<file path="src/common/audio_clk_pkg.sv">
// Package: register map, field layout and types of the audio clock path
`default_nettype none
package audio_clk_pkg;
  // ----------------------------------------------------------------
  // Register byte addresses
  // ----------------------------------------------------------------
  localparam logic [31:0] PLL_CTRL_ADDR   = 32'hfff0_0010;
  localparam logic [31:0] GATE_CTRL_ADDR  = 32'hfff0_0014;
  localparam logic [31:0] STATUS_ADDR     = 32'hfff0_0018;

  // ----------------------------------------------------------------
  // Reset values and writable-bit masks
  // ----------------------------------------------------------------
  localparam logic [31:0] PLL_CTRL_RESET  = 32'h0001_0000;
  localparam logic [31:0] GATE_CTRL_RESET = 32'h0000_0000;
  localparam logic [31:0] PLL_CTRL_MASK   = 32'h0001_ffff;
  localparam logic [31:0] GATE_CTRL_MASK  = 32'h0000_01ff;

  // ----------------------------------------------------------------
  // Field positions and widths
  // ----------------------------------------------------------------
  localparam int PD_POS   = 16;
  localparam int FB_LSB   = 7;
  localparam int FB_W     = 9;
  localparam int OD_LSB   = 5;
  localparam int OD_W     = 2;
  localparam int IN_LSB   = 0;
  localparam int IN_W     = 5;
  localparam int EN_POS   = 8;
  localparam int DIV_LSB  = 0;
  localparam int DIV_W    = 8;
  localparam int ST_RUN   = 0;
  localparam int ST_GATE  = 1;

  // Divider field plus this offset gives the division factor
  localparam logic [FB_W:0] FACTOR_OFFSET   = 10'h002;
  // Output divider codes with a factor other than two
  localparam logic [OD_W-1:0] OD_CODE_DIV1  = 2'h0;
  localparam logic [OD_W-1:0] OD_CODE_DIV4  = 2'h3;
  localparam int CREDIT_W = 12;

  // AXI responses
  localparam logic [1:0] RESP_OKAY   = 2'h0;
  localparam logic [1:0] RESP_SLVERR = 2'h2;

  // ----------------------------------------------------------------
  // Types
  // ----------------------------------------------------------------
  typedef struct packed {
    logic              powerdown;
    logic [FB_W-1:0]   feedback_div;
    logic [OD_W-1:0]   output_div;
    logic [IN_W-1:0]   input_div;
  } pll_cfg_t;

  typedef struct packed {
    logic              source_enable;
    logic [DIV_W-1:0]  divisor;
  } gate_cfg_t;

  typedef enum logic [1:0] {
    SEL_NONE   = 2'b00,
    SEL_PLL    = 2'b01,
    SEL_GATE   = 2'b10,
    SEL_STATUS = 2'b11
  } reg_sel_t;

  typedef enum logic [0:0] {
    GATE_CLOSED = 1'b0,
    GATE_OPEN   = 1'b1
  } gate_state_t;
endpackage
`default_nettype wire

</file>
<file path="src/hdl/audio_clock_prescaler.sv">
// Prescaler and glitch-free gate between the audio PLL and the serial port
`default_nettype none
module audio_clock_prescaler (
  input  wire logic                   clock,     // System clock
  input  wire logic                   rst,       // Sync reset, active high
  input  wire logic                   pll_tick,  // One pulse per PLL cycle
  input  wire audio_clk_pkg::gate_cfg_t cfg,     // Gate settings
  output var  logic                   tick_out,  // One pulse per audio clk
  output var  logic                   gate_open  // Gate state
);
  // ----------------------------------------------------------------
  // Period counter
  // ----------------------------------------------------------------
  logic [audio_clk_pkg::DIV_W-1:0] cnt_r;
  logic [audio_clk_pkg::DIV_W-1:0] div_r;
  audio_clk_pkg::gate_state_t      state_r;
  logic                            boundary;

  // A period ends on the tick that completes divisor+1 PLL cycles
  assign boundary = pll_tick && (cnt_r == div_r);

  // Count PLL ticks; divisor is taken only at a period boundary
  always_ff @(posedge clock) begin
    if (rst) begin
      cnt_r <= '0;
      div_r <= '0;
    end else if (boundary) begin
      cnt_r <= '0;
      div_r <= cfg.divisor;
    end else if (pll_tick) begin
      cnt_r <= cnt_r + 1'b1;
    end
  end

  // Gate opens or closes only between whole periods, so no short pulse
  always_ff @(posedge clock) begin
    if (rst) begin
      state_r <= audio_clk_pkg::GATE_CLOSED;
    end else if (boundary) begin
      case (cfg.source_enable)
        1'b1:    state_r <= audio_clk_pkg::GATE_OPEN;
        default: state_r <= audio_clk_pkg::GATE_CLOSED;
      endcase
    end
  end

  // Emit the finished period only if the gate was open across it
  always_ff @(posedge clock) begin
    if (rst) begin
      tick_out <= 1'b0;
    end else begin
      tick_out <= boundary && (state_r == audio_clk_pkg::GATE_OPEN);
    end
  end

  assign gate_open = (state_r == audio_clk_pkg::GATE_OPEN);

  // ----------------------------------------------------------------
  // Checks
  // ----------------------------------------------------------------
  property p_gate_closed_silent;
    @(posedge clock) disable iff (rst)
    (state_r == audio_clk_pkg::GATE_CLOSED) |=> !tick_out;
  endproperty
  a_gate_closed_silent: assert property (p_gate_closed_silent)
    else $error("audio tick while gate closed");

  property p_tick_at_period_end;
    @(posedge clock) disable iff (rst)
    tick_out |-> $past(pll_tick) && ($past(cnt_r) == $past(div_r));
  endproperty
  a_tick_at_period_end: assert property (p_tick_at_period_end)
    else $error("audio tick not at end of audio_clock_divisor period");

  property p_gate_moves_at_boundary;
    @(posedge clock) disable iff (rst)
    !boundary |=> $stable(state_r);
  endproperty
  a_gate_moves_at_boundary: assert property (p_gate_moves_at_boundary)
    else $error("gate changed inside a period");
endmodule
`default_nettype wire

</file>
<file path="src/hdl/audio_pll_clock_control.sv">
// Audio PLL clock path with its AXI4-Lite register slave
// Function
// - Power-down bit stops PLL; resets to one
// - Feedback factor is nine-bit field plus two
// - Input factor is five-bit field plus two
// - Output codes divide by one, two, two, four
// - Output equals reference times feedback over input, output, capped at one tick per system clock
// - PLL fed from shared crystal reference input
// - Enable bit passes PLL output to audio
// - Audio clock is PLL over divisor plus one
`default_nettype none
module audio_pll_clock_control #(
  parameter int CREDIT_W = audio_clk_pkg::CREDIT_W  // Rate accumulator
) (
  input  wire logic        CLOCK,           // 125 MHz system clock
  input  wire logic        RST,             // Sync reset, active high
  input  wire logic        REF_CLK_IN,      // Shared crystal reference
  input  wire logic [31:0] AWADDR,          // Write address
  input  wire logic [2:0]  AWPROT,          // Unused protection
  input  wire logic        AWVALID,         // Write address valid
  output var  logic        AWREADY,         // Write address ready
  input  wire logic [31:0] WDATA,           // Write data
  input  wire logic [3:0]  WSTRB,           // Write byte enables
  input  wire logic        WVALID,          // Write data valid
  output var  logic        WREADY,          // Write data ready
  output var  logic [1:0]  BRESP,           // Write response
  output var  logic        BVALID,          // Write response valid
  input  wire logic        BREADY,          // Write response ready
  input  wire logic [31:0] ARADDR,          // Read address
  input  wire logic [2:0]  ARPROT,          // Unused protection
  input  wire logic        ARVALID,         // Read address valid
  output var  logic        ARREADY,         // Read address ready
  output var  logic [31:0] RDATA,           // Read data
  output var  logic [1:0]  RRESP,           // Read response
  output var  logic        RVALID,          // Read data valid
  input  wire logic        RREADY,          // Read data ready
  output var  logic        AUDIO_CLK_TICK,  // One pulse per audio clock
  output var  logic        AUDIO_PLL_RUNNING // PLL out of power-down
);
  // ----------------------------------------------------------------
  // Functions
  // ----------------------------------------------------------------
  function automatic audio_clk_pkg::reg_sel_t decode(
    input logic [31:0] addr
  );
    if (addr == audio_clk_pkg::PLL_CTRL_ADDR) begin
      decode = audio_clk_pkg::SEL_PLL;
    end else if (addr == audio_clk_pkg::GATE_CTRL_ADDR) begin
      decode = audio_clk_pkg::SEL_GATE;
    end else if (addr == audio_clk_pkg::STATUS_ADDR) begin
      decode = audio_clk_pkg::SEL_STATUS;
    end else begin
      decode = audio_clk_pkg::SEL_NONE;
    end
  endfunction

  // Merge enabled bytes, then drop reserved bits
  function automatic logic [31:0] merge(
    input logic [31:0] old_v,
    input logic [31:0] new_v,
    input logic [3:0]  strb,
    input logic [31:0] mask
  );
    logic [31:0] res;
    res = old_v;
    for (int i = 0; i < 4; i++) begin
      if (strb[i]) begin
        res[i*8 +: 8] = new_v[i*8 +: 8];
      end
    end
    merge = res & mask;
  endfunction

  // ----------------------------------------------------------------
  // Register slave
  // ----------------------------------------------------------------
  logic [31:0]          pll_ctrl_r;
  logic [31:0]          gate_ctrl_r;
  logic [31:0]          aw_addr_r;
  logic [31:0]          w_data_r;
  logic [3:0]           w_strb_r;
  logic                 aw_have_r;
  logic                 w_have_r;
  audio_clk_pkg::reg_sel_t wsel;
  audio_clk_pkg::reg_sel_t rsel;
  logic                 do_write;
  logic [31:0]          status_v;
  logic                 gate_open;

  assign wsel     = decode(aw_addr_r);
  assign rsel     = decode(ARADDR);
  assign do_write = aw_have_r && w_have_r && !BVALID;

  // Address and data are taken in either order and held until the reply
  always_ff @(posedge CLOCK) begin
    if (RST) begin
      aw_have_r <= 1'b0;
      w_have_r  <= 1'b0;
      AWREADY   <= 1'b1;
      WREADY    <= 1'b1;
      aw_addr_r <= '0;
      w_data_r  <= '0;
      w_strb_r  <= '0;
    end else begin
      if (AWVALID && AWREADY) begin
        aw_addr_r <= AWADDR;
        aw_have_r <= 1'b1;
        AWREADY   <= 1'b0;
      end else if (BVALID && BREADY) begin
        aw_have_r <= 1'b0;
        AWREADY   <= 1'b1;
      end
      if (WVALID && WREADY) begin
        w_data_r <= WDATA;
        w_strb_r <= WSTRB;
        w_have_r <= 1'b1;
        WREADY   <= 1'b0;
      end else if (BVALID && BREADY) begin
        w_have_r <= 1'b0;
        WREADY   <= 1'b1;
      end
    end
  end

  // Write response one edge after both halves are held
  always_ff @(posedge CLOCK) begin
    if (RST) begin
      BVALID <= 1'b0;
      BRESP  <= audio_clk_pkg::RESP_OKAY;
    end else if (do_write) begin
      BVALID <= 1'b1;
      BRESP  <= (wsel == audio_clk_pkg::SEL_PLL ||
                 wsel == audio_clk_pkg::SEL_GATE) ?
                audio_clk_pkg::RESP_OKAY : audio_clk_pkg::RESP_SLVERR;
    end else if (BVALID && BREADY) begin
      BVALID <= 1'b0;
    end
  end

  // Control registers; reserved bits are masked so they stay zero
  always_ff @(posedge CLOCK) begin
    if (RST) begin
      pll_ctrl_r  <= audio_clk_pkg::PLL_CTRL_RESET;
      gate_ctrl_r <= audio_clk_pkg::GATE_CTRL_RESET;
    end else if (do_write) begin
      if (wsel == audio_clk_pkg::SEL_PLL) begin
        pll_ctrl_r <= merge(pll_ctrl_r, w_data_r, w_strb_r,
                            audio_clk_pkg::PLL_CTRL_MASK);
      end else if (wsel == audio_clk_pkg::SEL_GATE) begin
        gate_ctrl_r <= merge(gate_ctrl_r, w_data_r, w_strb_r,
                             audio_clk_pkg::GATE_CTRL_MASK);
      end
    end
  end

  // Live state shown to software
  always_comb begin
    status_v = '0;
    status_v[audio_clk_pkg::ST_RUN]  = AUDIO_PLL_RUNNING;
    status_v[audio_clk_pkg::ST_GATE] = gate_open;
  end

  // Read answer on the same edge that takes the address
  always_ff @(posedge CLOCK) begin
    if (RST) begin
      ARREADY <= 1'b1;
      RVALID  <= 1'b0;
      RDATA   <= '0;
      RRESP   <= audio_clk_pkg::RESP_OKAY;
    end else if (ARVALID && ARREADY) begin
      ARREADY <= 1'b0;
      RVALID  <= 1'b1;
      RRESP   <= audio_clk_pkg::RESP_OKAY;
      if (rsel == audio_clk_pkg::SEL_PLL) begin
        RDATA <= pll_ctrl_r;
      end else if (rsel == audio_clk_pkg::SEL_GATE) begin
        RDATA <= gate_ctrl_r;
      end else if (rsel == audio_clk_pkg::SEL_STATUS) begin
        RDATA <= status_v;
      end else begin
        RDATA <= '0;
        RRESP <= audio_clk_pkg::RESP_SLVERR;
      end
    end else if (RVALID && RREADY) begin
      RVALID  <= 1'b0;
      ARREADY <= 1'b1;
    end
  end

  // ----------------------------------------------------------------
  // Audio PLL frequency model
  // ----------------------------------------------------------------
  audio_clk_pkg::pll_cfg_t  pll_cfg;
  audio_clk_pkg::gate_cfg_t gate_cfg;
  logic                     ref_s1_r;
  logic                     ref_s2_r;
  logic                     ref_s3_r;
  logic                     ref_edge;
  logic [audio_clk_pkg::IN_W:0] in_cnt_r;
  logic [audio_clk_pkg::IN_W:0] in_last;
  logic [audio_clk_pkg::FB_W:0] nf;
  logic [2:0]               no;
  logic                     div_tick_r;
  logic [CREDIT_W-1:0]      credit_r;
  logic                     emit;
  logic                     room;
  logic                     pll_tick_r;

  assign pll_cfg  = pll_ctrl_r[audio_clk_pkg::PD_POS:audio_clk_pkg::IN_LSB];
  assign gate_cfg = gate_ctrl_r[audio_clk_pkg::EN_POS:audio_clk_pkg::DIV_LSB];

  // Crystal pin is asynchronous: two flops, a third for the edge
  always_ff @(posedge CLOCK) begin
    if (RST) begin
      ref_s1_r <= 1'b0;
      ref_s2_r <= 1'b0;
      ref_s3_r <= 1'b0;
    end else begin
      ref_s1_r <= REF_CLK_IN;
      ref_s2_r <= ref_s1_r;
      ref_s3_r <= ref_s2_r;
    end
  end
  assign ref_edge = ref_s2_r && !ref_s3_r;

  // Factors from the fields; output code 01 and 10 both halve
  assign in_last = {1'b0, pll_cfg.input_div} + 6'h01;
  assign nf = {1'b0, pll_cfg.feedback_div} +
              audio_clk_pkg::FACTOR_OFFSET;
  always_comb begin
    case (pll_cfg.output_div)
      audio_clk_pkg::OD_CODE_DIV1: no = 3'h1;
      audio_clk_pkg::OD_CODE_DIV4: no = 3'h4;
      default:                     no = 3'h2;
    endcase
  end

  // Input divider: one tick per input-factor reference edges
  always_ff @(posedge CLOCK) begin
    if (RST || pll_cfg.powerdown) begin
      in_cnt_r   <= '0;
      div_tick_r <= 1'b0;
    end else if (ref_edge && in_cnt_r >= in_last) begin
      in_cnt_r   <= '0;
      div_tick_r <= 1'b1;
    end else begin
      in_cnt_r   <= in_cnt_r + {5'h00, ref_edge};
      div_tick_r <= 1'b0;
    end
  end

  // Rate accumulator: feedback factor in, output factor out per tick.
  // Output is capped at one tick per system clock; beyond that the
  // accumulator saturates and the excess is lost.
  assign emit = (credit_r >= CREDIT_W'(no));
  assign room = (credit_r <= ({CREDIT_W{1'b1}} - CREDIT_W'(nf)));
  always_ff @(posedge CLOCK) begin
    if (RST || pll_cfg.powerdown) begin
      credit_r   <= '0;
      pll_tick_r <= 1'b0;
    end else begin
      credit_r <= credit_r
                  + ((div_tick_r && room) ? CREDIT_W'(nf) : '0)
                  - (emit ? CREDIT_W'(no) : '0);
      pll_tick_r <= emit;
    end
  end

  // Running flag straight from the power-down register bit
  always_ff @(posedge CLOCK) begin
    if (RST) begin
      AUDIO_PLL_RUNNING <= 1'b0;
    end else begin
      AUDIO_PLL_RUNNING <= !pll_cfg.powerdown;
    end
  end

  // Prescaler and gate toward the audio serial port
  audio_clock_prescaler u_prescaler (
    .clock     (CLOCK),
    .rst       (RST),
    .pll_tick  (pll_tick_r),
    .cfg       (gate_cfg),
    .tick_out  (AUDIO_CLK_TICK),
    .gate_open (gate_open)
  );

  // ----------------------------------------------------------------
  // Checks
  // ----------------------------------------------------------------
  property p_pd_no_tick;
    @(posedge CLOCK) disable iff (RST)
    pll_cfg.powerdown [*2] |-> !pll_tick_r && !div_tick_r;
  endproperty
  a_pd_no_tick: assert property (p_pd_no_tick)
    else $error("PLL ticking while powered down");

  property p_input_div;
    @(posedge CLOCK) disable iff (RST)
    div_tick_r |-> $past(ref_edge) && ($past(in_cnt_r) >= $past(in_last));
  endproperty
  a_input_div: assert property (p_input_div)
    else $error("input divider tick at wrong count");

  property p_feedback_add;
    @(posedge CLOCK) disable iff (RST)
    (div_tick_r && room && !emit && !pll_cfg.powerdown) |=>
      credit_r == $past(credit_r) + CREDIT_W'($past(nf));
  endproperty
  a_feedback_add: assert property (p_feedback_add)
    else $error("feedback factor not accumulated");

  property p_output_factor;
    @(posedge CLOCK) disable iff (RST)
    (emit && !div_tick_r && !pll_cfg.powerdown) |=>
      pll_tick_r && credit_r == $past(credit_r) - CREDIT_W'($past(no));
  endproperty
  a_output_factor: assert property (p_output_factor)
    else $error("output factor not taken per tick");

  property p_reserved_zero;
    @(posedge CLOCK) disable iff (RST)
    RVALID |-> ((RDATA & ~(audio_clk_pkg::PLL_CTRL_MASK |
                audio_clk_pkg::GATE_CTRL_MASK)) == '0);
  endproperty
  a_reserved_zero: assert property (p_reserved_zero)
    else $error("reserved read bits not zero");

  property p_bresp_hold;
    @(posedge CLOCK) disable iff (RST)
    (BVALID && !BREADY) |=> BVALID && $stable(BRESP);
  endproperty
  a_bresp_hold: assert property (p_bresp_hold)
    else $error("write response dropped before taken");
endmodule
`default_nettype wire

</file>
<file path="config.mk">
export PLATFORM = sky130hd
export DESIGN_NAME = audio_pll_clock_control
export DESIGN_NICKNAME = d
export VERILOG_FILES = /design/src/common/audio_clk_pkg.sv /design/src/hdl/audio_clock_prescaler.sv /design/src/hdl/audio_pll_clock_control.sv
export SDC_FILE = /design/constraint.sdc
export NUM_CORES = 1
export LEC_CHECK = 0
export BUFFER_PORTS_ARGS = -buffer_cell sky130_fd_sc_hd__buf_2
export CORE_MARGIN = 8
export CORE_UTILIZATION = 45
export DETAILED_ROUTE_END_ITERATION = 10
export PLACE_DENSITY = 0.74
export SYNTH_ARGS = -nofsm -noshare
export SYNTH_HDL_FRONTEND = slang
export SYNTH_SLANG_ARGS = --single-unit
</file>
<file path="constraint.sdc">
create_clock -name CLOCK -period 6.2 [get_ports CLOCK]
set_input_delay 0.62 -clock CLOCK [delete_from_list [all_inputs] [get_ports CLOCK]]
set_output_delay 0.62 -clock CLOCK [all_outputs]
set_load 0.005 [all_outputs]
</file>
After elaboration in Yosys (flattened, before gate mapping)
Cells that the tools add are included.
Widths: inputs -> output; s select.
- register bits: 163
- output and inout port bits: 43
- word-level logic and storage cells: 112
- add/sub/neg operators: 7
- magnitude comparators: 3
- equal/unequal tests: 13
- mux-type cells: 29
- bitwise logic cells: 1
- reduce and logical (&&, ||, !) cells: 29
- operator list (kind ; number):
    $eq 32x32->1 const B ; 6
    $mux 2 ; 11
    $mux 17 ; 1
    $mux 1 ; 13
    $add 12x10->12 ; 1
    $ge 12x3->1 ; 1
    $le 12x12->1 ; 1
    $logic_and 1x1->1 ; 12
    $sub 1x11->12 const A ; 1
    $sub 12x3->12 ; 1
    $add 9x2->10 const B ; 1
    $mux 10 ; 1
    $mux 9 ; 1
    $reduce_and 3->1 ; 3
    $add 8x1->8 const B ; 1
    $eq 2x2->1 const B ; 4
    $eq 8x8->1 ; 1
    $reduce_and 4->1 ; 2
    $reduce_bool 2->1 ; 4
    $add 5x1->6 const B ; 1
    $add 6x1->6 ; 1
    $ge 6x6->1 ; 1
    $pmux 3 s2 ; 1
    $eq 2x1->1 const B ; 2
    6 further kinds ; 10

Longest topological paths before layout
Gate-level depths: netlist (run 1).
- word-level depth: 8
- gate-level depth with buffers: 20

By module
A second synthesis (run 1) with hierarchy kept.
- cells, all modules: 841
- area, all modules: 7174.4 um^2
- modules (own cells, without submodules) (module ; times used ; cells each ; area each (um^2) ; sequential area each (um^2)):
    audio_pll_clock_control ; 1 ; 753 ; 6296.0 ; 2562.5
    audio_clock_prescaler ; 1 ; 88 ; 878.3 ; 360.3

Worst setup path after synthesis (run 1)
OpenSTA, ideal clock, no wires.
- path kind: reg-to-reg
- from: register pll_ctrl_r[12]
- to: register credit_r[10]
- arrival time: 4.199 ns
- required time: 6.079 ns
- slack: 1.881 ns
- stages on the path, launching flop included: 16
- clock period less this slack: 4.319 ns
- path through: dfxtp_1 and3_1 nand3_1 or2_2 xnor2_1 ha_1 nand3_1 o31ai_1 o211ai_1 fa_1 fa_1 nor2b_1 o31a_1 a2bb2oi_1 a31oi_1 mux2_2
- word-level cells in the longest chain between the ends: 7
- ends and longest elaborated chain (element ; line ; RTL):
    start, declared ; audio_pll_clock_control.sv:77 ; logic [31:0] pll_ctrl_r;
    start signal, assigned ; audio_pll_clock_control.sv:143 ; pll_ctrl_r <= audio_clk_pkg::PLL_CTRL_RESET;
    start signal, assigned ; audio_pll_clock_control.sv:147 ; pll_ctrl_r <= merge(pll_ctrl_r, w_data_r, w_strb_r,
    $add 9x2->10 * ; audio_pll_clock_control.sv:228 ; assign nf = {1'b0, pll_cfg.feedback_div} +
    $sub 1x11->12 ; audio_pll_clock_control.sv:256 ; assign room = (credit_r <= ({CREDIT_W{1'b1}} - CREDIT_W'(nf)));
    $le 12x12->1 ; audio_pll_clock_control.sv:256 ;
    $logic_and 1x1->1 ; audio_pll_clock_control.sv:263 ; + ((div_tick_r && room) ? CREDIT_W'(nf) : '0)
    $mux 10 * ; audio_pll_clock_control.sv:263 ;
    $add 12x10->12 * ; audio_pll_clock_control.sv:263 ;
    $sub 12x3->12 * ; audio_pll_clock_control.sv:264 ; - (emit ? CREDIT_W'(no) : '0);
    end signal, assigned ; audio_pll_clock_control.sv:262 ; credit_r <= credit_r
    end, declared ; audio_pll_clock_control.sv:204 ; logic [CREDIT_W-1:0] credit_r;
Mark *: on every way between the ends. The rest lies on a longest branch, timed or not.
A chain may end at the register's enable or synchronous reset.

Final worst setup path (run 1)
Ends and elaborated chain as after synthesis.

==> key figures, run 1 <==
Run status
  – Status: finished clean

Floorplanning
  – Die height: between 100 and 150 um
  – Die area: 0.0200 sq mm
  – FP Rows: 46
  – Die W: 141 um
  – I/O pins: around 160
  – Core area: 0.0156 sq mm
  – Starting Density: 0.453

Yosys
  – Adder-cell area share of the yosys netlist: 0.0935
  – Xor and xnor area share after synthesis: 0.0372
  – Yosys top cell by area: dfxtp_1
  – Synth Area in Compound Gates: 0.128
  – Post-synth EDFFs: 0
  – Largest family of logic cells by synthesized area: simple AND/OR/NAND/NOR gates
  – Synth Register Bits: 146
  – Multiplexer area fraction after synthesis: 0.0588
  – Cell count after synthesis: 814
  – Share of Yosys cell area claimed by the top area cell type: 0.414
  – Sequential-to-total area share from yosys stat: 0.414
  – Mapped cell area: 0.00706 sq mm
  – Simple-gate portion of the synthesized area: 0.206
  – YS warnings: 0
  – Async SR Flop Fraction: 0
  – Biggest area contributors in the synthesized netlist: dfxtp_1 (41%), ha_1 (8.5%), nand2_1 (6.7%)
  – Netlist cell types: 59
  – Synth Area per Inst: a little under 9 sq um
  – Synth Flop Type: dfxtp_1

STA
  – Worst slew pin tran: 1090 ps
  – Hold Fails Final Rpt: 0
  – Fmax: between 200 and 250 MHz
  – Pins Over Slew Limit: 0
  – Final setup viols: 0
  – Final period utilization: 0.744
  – Slew headroom: 0.273
  – Skew final: ~11 ps
  – RSZ-0062 raised after global routing: false
  – Final Critical Period: 4610 ps
  – Sum Neg Setup Slack: 0 ps

Cells and area
  – Post-Layout Cell Count: 1,147
  – Layout area overhead: 18.3%
  – Layout cells sized above 1: 0.176
  – Layout Nets: around 1,100
  – Diodes inserted: 0

Routing
  – DR vias/cell: 5.01
  – Routed wire length: 16,400 um
  – Residual DRC: 0
  – First-pass DRT Iterations: 4
  – WL per Instance: 14.3 um
  – Detailed-route via count: 5,748
  – 1st-iter DRT viols: 265
  – Routed Antenna Nets: 0

Pwr
  – Tot Pwr: about 2.2 mW
  – VDD IR max: around 0.20 mV
  – Power per cell area: ~260 mW/mm^2
  – Pleak: 3.58 nW

GRT
  – First-pass GRT wire length: roughly 27,000 um
  – Tot GR Track Use: 0.165
  – Largest net degree at the start of global routing: 82
  – GRT overflow: 0
  – Initial antenna violation count: 0
  – Vias in the first global route: 5,532

Clock tree
  – Hold_buf cts: 0
  – CTS tree: done
  – Inserted Clock Buffers: 17
  – Clock-pin slew on the worst setup and hold paths: ~60 ps
  – Max clock buf depth: 2
  – CTS sink cnt: around 150
  – Post CTS Setup Buffer Count: 0
  – Max H-tree Level: 4
  – Clk_lat worst skew: 420 ps
  – Post_cts resized: 0
  – Root Buffer Master: clkbuf_16

Critical path
  – Setup crit start kind: flip-flop
  – Crit path DAT: 4920 ps
  – Max incr delay on CP: 420 ps
  – Cell family with most CP delay: compound AO/OA/AOI/OAI gates
  – WP buf/inv: 2
  – CP Capture Type: flip-flop
  – Slowest CP cell: dfxtp_1
  – Worst EP required: 6510 ps
  – Crit Path Max Fanout: 10
  – Critical-path cell list: and3_1 -> nand3_1 -> or2_2 -> xnor2_1 -> ha_1 -> a21o_1 -> a21oi_1 -> o31a_1 -> o211ai_1 -> ha_1 -> inv_1 -> ha_1 -> inv_1 -> fa_1 -> nor2b_1 -> o31a_1 -> a2bb2oi_1 -> a31oi_1 -> mux2_2
  – Critical Path Most Common Cell: ha_1
  – Crit Path Category: flip-flop to flip-flop

Placement
  – HPWL after DPL: 12,300 um
  – IO buf count: around 120
  – Placed Instances: approximately 1,100
  – Final GP Congestion: between 0.8 and 0.9

Job
  – Max-cap viol count: 0

Worst hold path
  – Hold Crit Class: input pin to flip-flop
## worst paths after layout
kind	from	end	slack [ps]	depth (start not counted)
max	pll_ctrl_r[12]	credit_r[10]	1590	19
min	AWADDR[23]	aw_addr_r[23]	430	3
max reg2reg	pll_ctrl_r[12]	credit_r[10]	1590	19
min reg2reg	ref_s1_r	ref_s2_r	440	1
## tightest hold or removal path, cell delays in order
cell	delay, ps
buf_2	90
nand2_1	40
a21oi_1	50
## cells by family after synthesis
group / Yosys count
AO/OA/AOI/OAI: 146
XOR/XNOR: 30
adder cells (fa/ha/maj): 51
buffers and inverters: 99
flip-flops: 146
multiplexers: 41
other: 1
AND/OR/NAND/NOR: 300
## Yosys cell counts, types with 5 or more instances
master,n
dfxtp_1,146
o21a_1,5
nor2b_1,8
buf_4,17
nor2_1,86
and3_1,5
o21ai_0,13
nand4_1,7
xnor2_1,19
ha_1,48
a32oi_1,8
nand3_1,14
nand2b_1,8
o211ai_1,12
nand2_1,126
xor2_1,11
a21oi_1,71
clkbuf_1,29
a22oi_1,9
inv_1,46
a211oi_1,6
a21o_1,7
mux2i_1,37
nor4_1,8
nor3_1,6
## cells in the final DEF (no fill, tap or decap), types with 9 or more instances in the layout
cell / synthesis / routed
clkbuf_16: 0 / 17
ha_1: 48 / 48
conb_1: 1 / 17
xnor2_1: 19 / 19
xor2_1: 11 / 11
nor2_1: 86 / 86
nand3_1: 14 / 14
mux2i_1: 37 / 37
inv_1: 46 / 46
dfxtp_1: 146 / 146
o211ai_1: 12 / 12
a22oi_1: 9 / 9
a21oi_1: 71 / 71
buf_2: 3 / 116
nand2_1: 126 / 126
o21ai_0: 13 / 13
## layer usage
| layer | share of wire | track usage | up-vias |
|---|---|---|---|
| li1 | - | - | 2958 |
| met1 | 0.48 | 0.209 | 2614 |
| met2 | 0.43 | 0.256 | 162 |
| met3 | 0.077 | 0.0538 | 14 |
| met4 | 0.012 | 0.0600 | 0 |
| met5 | 0 | 0 | - |
## area by class of cell
cell class                      count  area, sq um
Multi-Input combinational cell    585         3760
Clock inverter                      9          159
Timing Repair Buffer              122          626
Clock buffer                       21          440
Tap cell                          216          270
Fill cell                        1467         7240
Inverter                           48          180
Sequential cell                   146         2920
## sequential cells by signal, summed over array words and instances (netlist names), 3 cells and up
signal and flops:
RDATA 17, aw_addr_r 32, credit_r 12, gate_ctrl_r 9, in_cnt_r 6, pll_ctrl_r 17, u_prescaler.cnt_r 8, u_prescaler.div_r 8
w_data_r 17, w_strb_r 3
## per-stage QoR
stage	util	worst slack, ps	hold WS [ps]	cell area [sq um]
3_5_place_dp	0.498	1670	441	7760
2_1_floorplan	-	1880	414	7120
6_report	0.536	1590	430	8360
3_3_place_gp	0.498	1740	420	7760
4_1_cts	0.536	1640	416	8360
5_1_grt	0.536	1280	423	8360
## power by group
part	total (mW)	switching, mW	internal [mW]	leakage, nW
logic	0.120	0.0721	0.0480	2.11
registers	0.982	0.0172	0.964	1.19
clock network	1.05	0.383	0.670	0.287
total	2.15	0.472	1.68	3.58
(Power assumes the default switching activity.)
==> run 2: changes to the inputs <==
clock period = 4.52 ns   (was 6.2 ns; I/O delays follow)
==> run 2 against run 1 <==
Sequential cell count stayed put. Sequential power is 37% higher. Critical path depth is 4 lower. Register-to-register slack worse by 1400 ps. Largest cell class unchanged. Core utilization is 0.34 points higher. Clock skew is 1.2 ps higher. Total power is 37% higher. Die area stayed put. Setup slack worse by 1400 ps. Largest power group unchanged. Fmax is 5.6% higher. Worst hold slack worse by 190 ps.
==> key figures, run 2 (same netlist as run 1, synthesis figures left out) <==
Worst hold path
  – Hold Crit Class: input pin to flip-flop
  – Worst hold stages: 2
  – Hold EP: ref_s1_r
  – Hold_sp: REF_CLK_IN

Routing
  – Routed wire length: 16,800 um
  – WL per Instance: roughly 15 um
  – Routed Antenna Nets: 0
  – First-pass DRT Iterations: 5
  – 1st-iter DRT viols: between 300 and 400
  – DR vias/cell: around 5.1
  – Detailed-route via count: 5,817
  – Residual DRC: 0

GRT
  – First-pass GRT wire length: 27,100 um
  – GRT overflow: 0
  – Tot GR Track Use: 0.169
  – Vias in the first global route: 5,642
  – Initial antenna violation count: 0
  – Largest net degree at the start of global routing: 88

Critical path
  – Cell family with most CP delay: compound AO/OA/AOI/OAI gates
  – R2r worst-path depth: 15
  – Crit Path Category: flip-flop to flip-flop
  – Critical-path cell list: and3_1 -> nand3_1 -> or2_2 -> xnor2_2 -> ha_1 -> nand3_1 -> o31a_1 -> o211a_1 -> fa_1 -> ha_1 -> nor2b_1 -> o31a_1 -> a2bb2oi_2 -> a31oi_1 -> mux2_2
  – CP Capture Type: flip-flop
  – Worst EP required: 4830 ps
  – Slowest CP cell: fa_1
  – FF-to-FF setup slack: 150 ps
  – Crit Path Max Fanout: 5
  – Max incr delay on CP: ~440 ps
  – WP buf/inv: 0
  – Crit path DAT: 4680 ps
  – Worst reg2reg path startpoint: pll_ctrl_r[12]
  – Reg-to-Reg End: credit_r[10]
  – Setup crit start kind: flip-flop

Pwr
  – Pleak: around 3.6 nW
  – Clock power share: 0.486
  – VDD IR max: between 0.2 and 0.3 mV
  – Sw frac: 0.238
  – Net Switching: between 0.7 and 0.8 mW
  – Logic pwr share: 0.056
  – Cell-internal power: 2.24 mW
  – Power per cell area: 350 mW/mm^2
  – Reg power frac: 0.457

Job
  – Max-cap viol count: 0

Floorplanning
  – Die W: approximately 140 um
  – Die height: 141 um
  – FP Rows: 46
  – Core area: 0.0156 sq mm
  – I/O pins: ~160
  – Die area: between 0.015 and 0.02 sq mm
  – Starting Density: 0.453

STA
  – Fmax: around 230 MHz
  – Final period utilization: 0.966
  – Final setup viols: 0
  – Worst slew pin tran: between 1000 and 1500 ps
  – Skew final: 12.4 ps
  – Pins Over Slew Limit: 0
  – Hold Fails Final Rpt: 0
  – Worst Slack Setup Final: 152 ps
  – Slew headroom: 0.269
  – Final Critical Period: 4370 ps
  – Sum Neg Setup Slack: 0 ps

Clock tree
  – Inserted Clock Buffers: 17
  – CTS sink cnt: 146
  – Max H-tree Level: 4
  – Post CTS Setup Buffer Count: 0
  – Root Buffer Master: clkbuf_16
  – Post_cts resized: 0
  – Clock-pin slew on the worst setup and hold paths: 60 ps
  – Max clock buf depth: 2
  – CTS tree: done
  – Hold_buf cts: 0
  – Clk_lat worst skew: 430 ps

Placement
  – Setup WS pre-CTS: approximately 180 ps
  – IO buf count: 117
  – HPWL after DPL: 12,400 um
  – DP Area: a little under 0.008 sq mm
  – Final GP Congestion: roughly 0.86

Run status
  – Status: finished clean

Cells and area
  – FILL cells: 1,441
  – Max reg flops: 32
  – Final Util: 0.539
  – Diodes inserted: 0
  – Most frequent cells in the layout: dfxtp_1 (143), nand2_1 (126), buf_2 (116)
  – Post-route cell area: about 0.0084 sq mm
  – Layout cells sized above 1: 0.191
  – Commonest non-fill, non-tap cell in the layout: dfxtp_1
  – Layout area overhead: 19.1%
  – Top reg by flops: aw_addr_r
  – Layout Nets: 1,087
## run 2: worst max-delay path by stage
| stage | startpoint | to | slack, ps | cells past startpoint |
|---|---|---|---|---|
| detailed placement | pll_ctrl_r[8] | credit_r[9] | 180 | 16 |
| floorplan | pll_ctrl_r[12] | credit_r[10] | 200 | 15 |
| CTS | pll_ctrl_r[8] | credit_r[10] | 170 | 18 |
| finish | pll_ctrl_r[12] | credit_r[10] | 150 | 15 |
| global placement | pll_ctrl_r[12] | credit_r[9] | 260 | 16 |
| global route | pll_ctrl_r[12] | credit_r[10] | -50 | 15 |
## run 2: routing by layer
metal | global-route usage | vias to the layer above | share of wire
li1 | - | 2967 | -
met1 | 0.211 | 2654 | 0.46
met2 | 0.268 | 182 | 0.45
met3 | 0.0554 | 14 | 0.081
met4 | 0.0622 | 0 | 0.010
met5 | 0 | - | 0
## run 2: power by group through the flow
| stage | combinational (mW) | sequential (mW) | clock, mW |
|---|---|---|---|
| 2_1_floorplan | 0.109 | 1.37 | 0 |
| 3_3_place_gp | 0.164 | 1.37 | 0 |
| 3_5_place_dp | 0.166 | 1.37 | 0 |
| 4_1_cts | 0.167 | 1.35 | 1.46 |
| 5_1_grt | 0.187 | 1.35 | 1.52 |
| 6_report | 0.166 | 1.35 | 1.43 |
## run 2: area by class of cell
type,instances,area (sq um),share of cell area
Clock inverter,12,146,0.0174
Clock buffer,20,457,0.0543
Inverter,48,180,0.0214
Sequential cell,146,2930,0.348
Multi-Input combinational cell,585,3790,0.451
Timing Repair Buffer,124,641,0.0761
Tap cell,216,270,0.0321
## run 2: stage by stage
step,power [mW],instances,hold slack [ps]
2_1_floorplan,1.48,830,414
3_3_place_gp,1.54,1119,439
3_5_place_dp,1.54,1119,436
4_1_cts,2.97,1151,222
5_1_grt,3.05,1151,236
6_report,2.94,1151,236
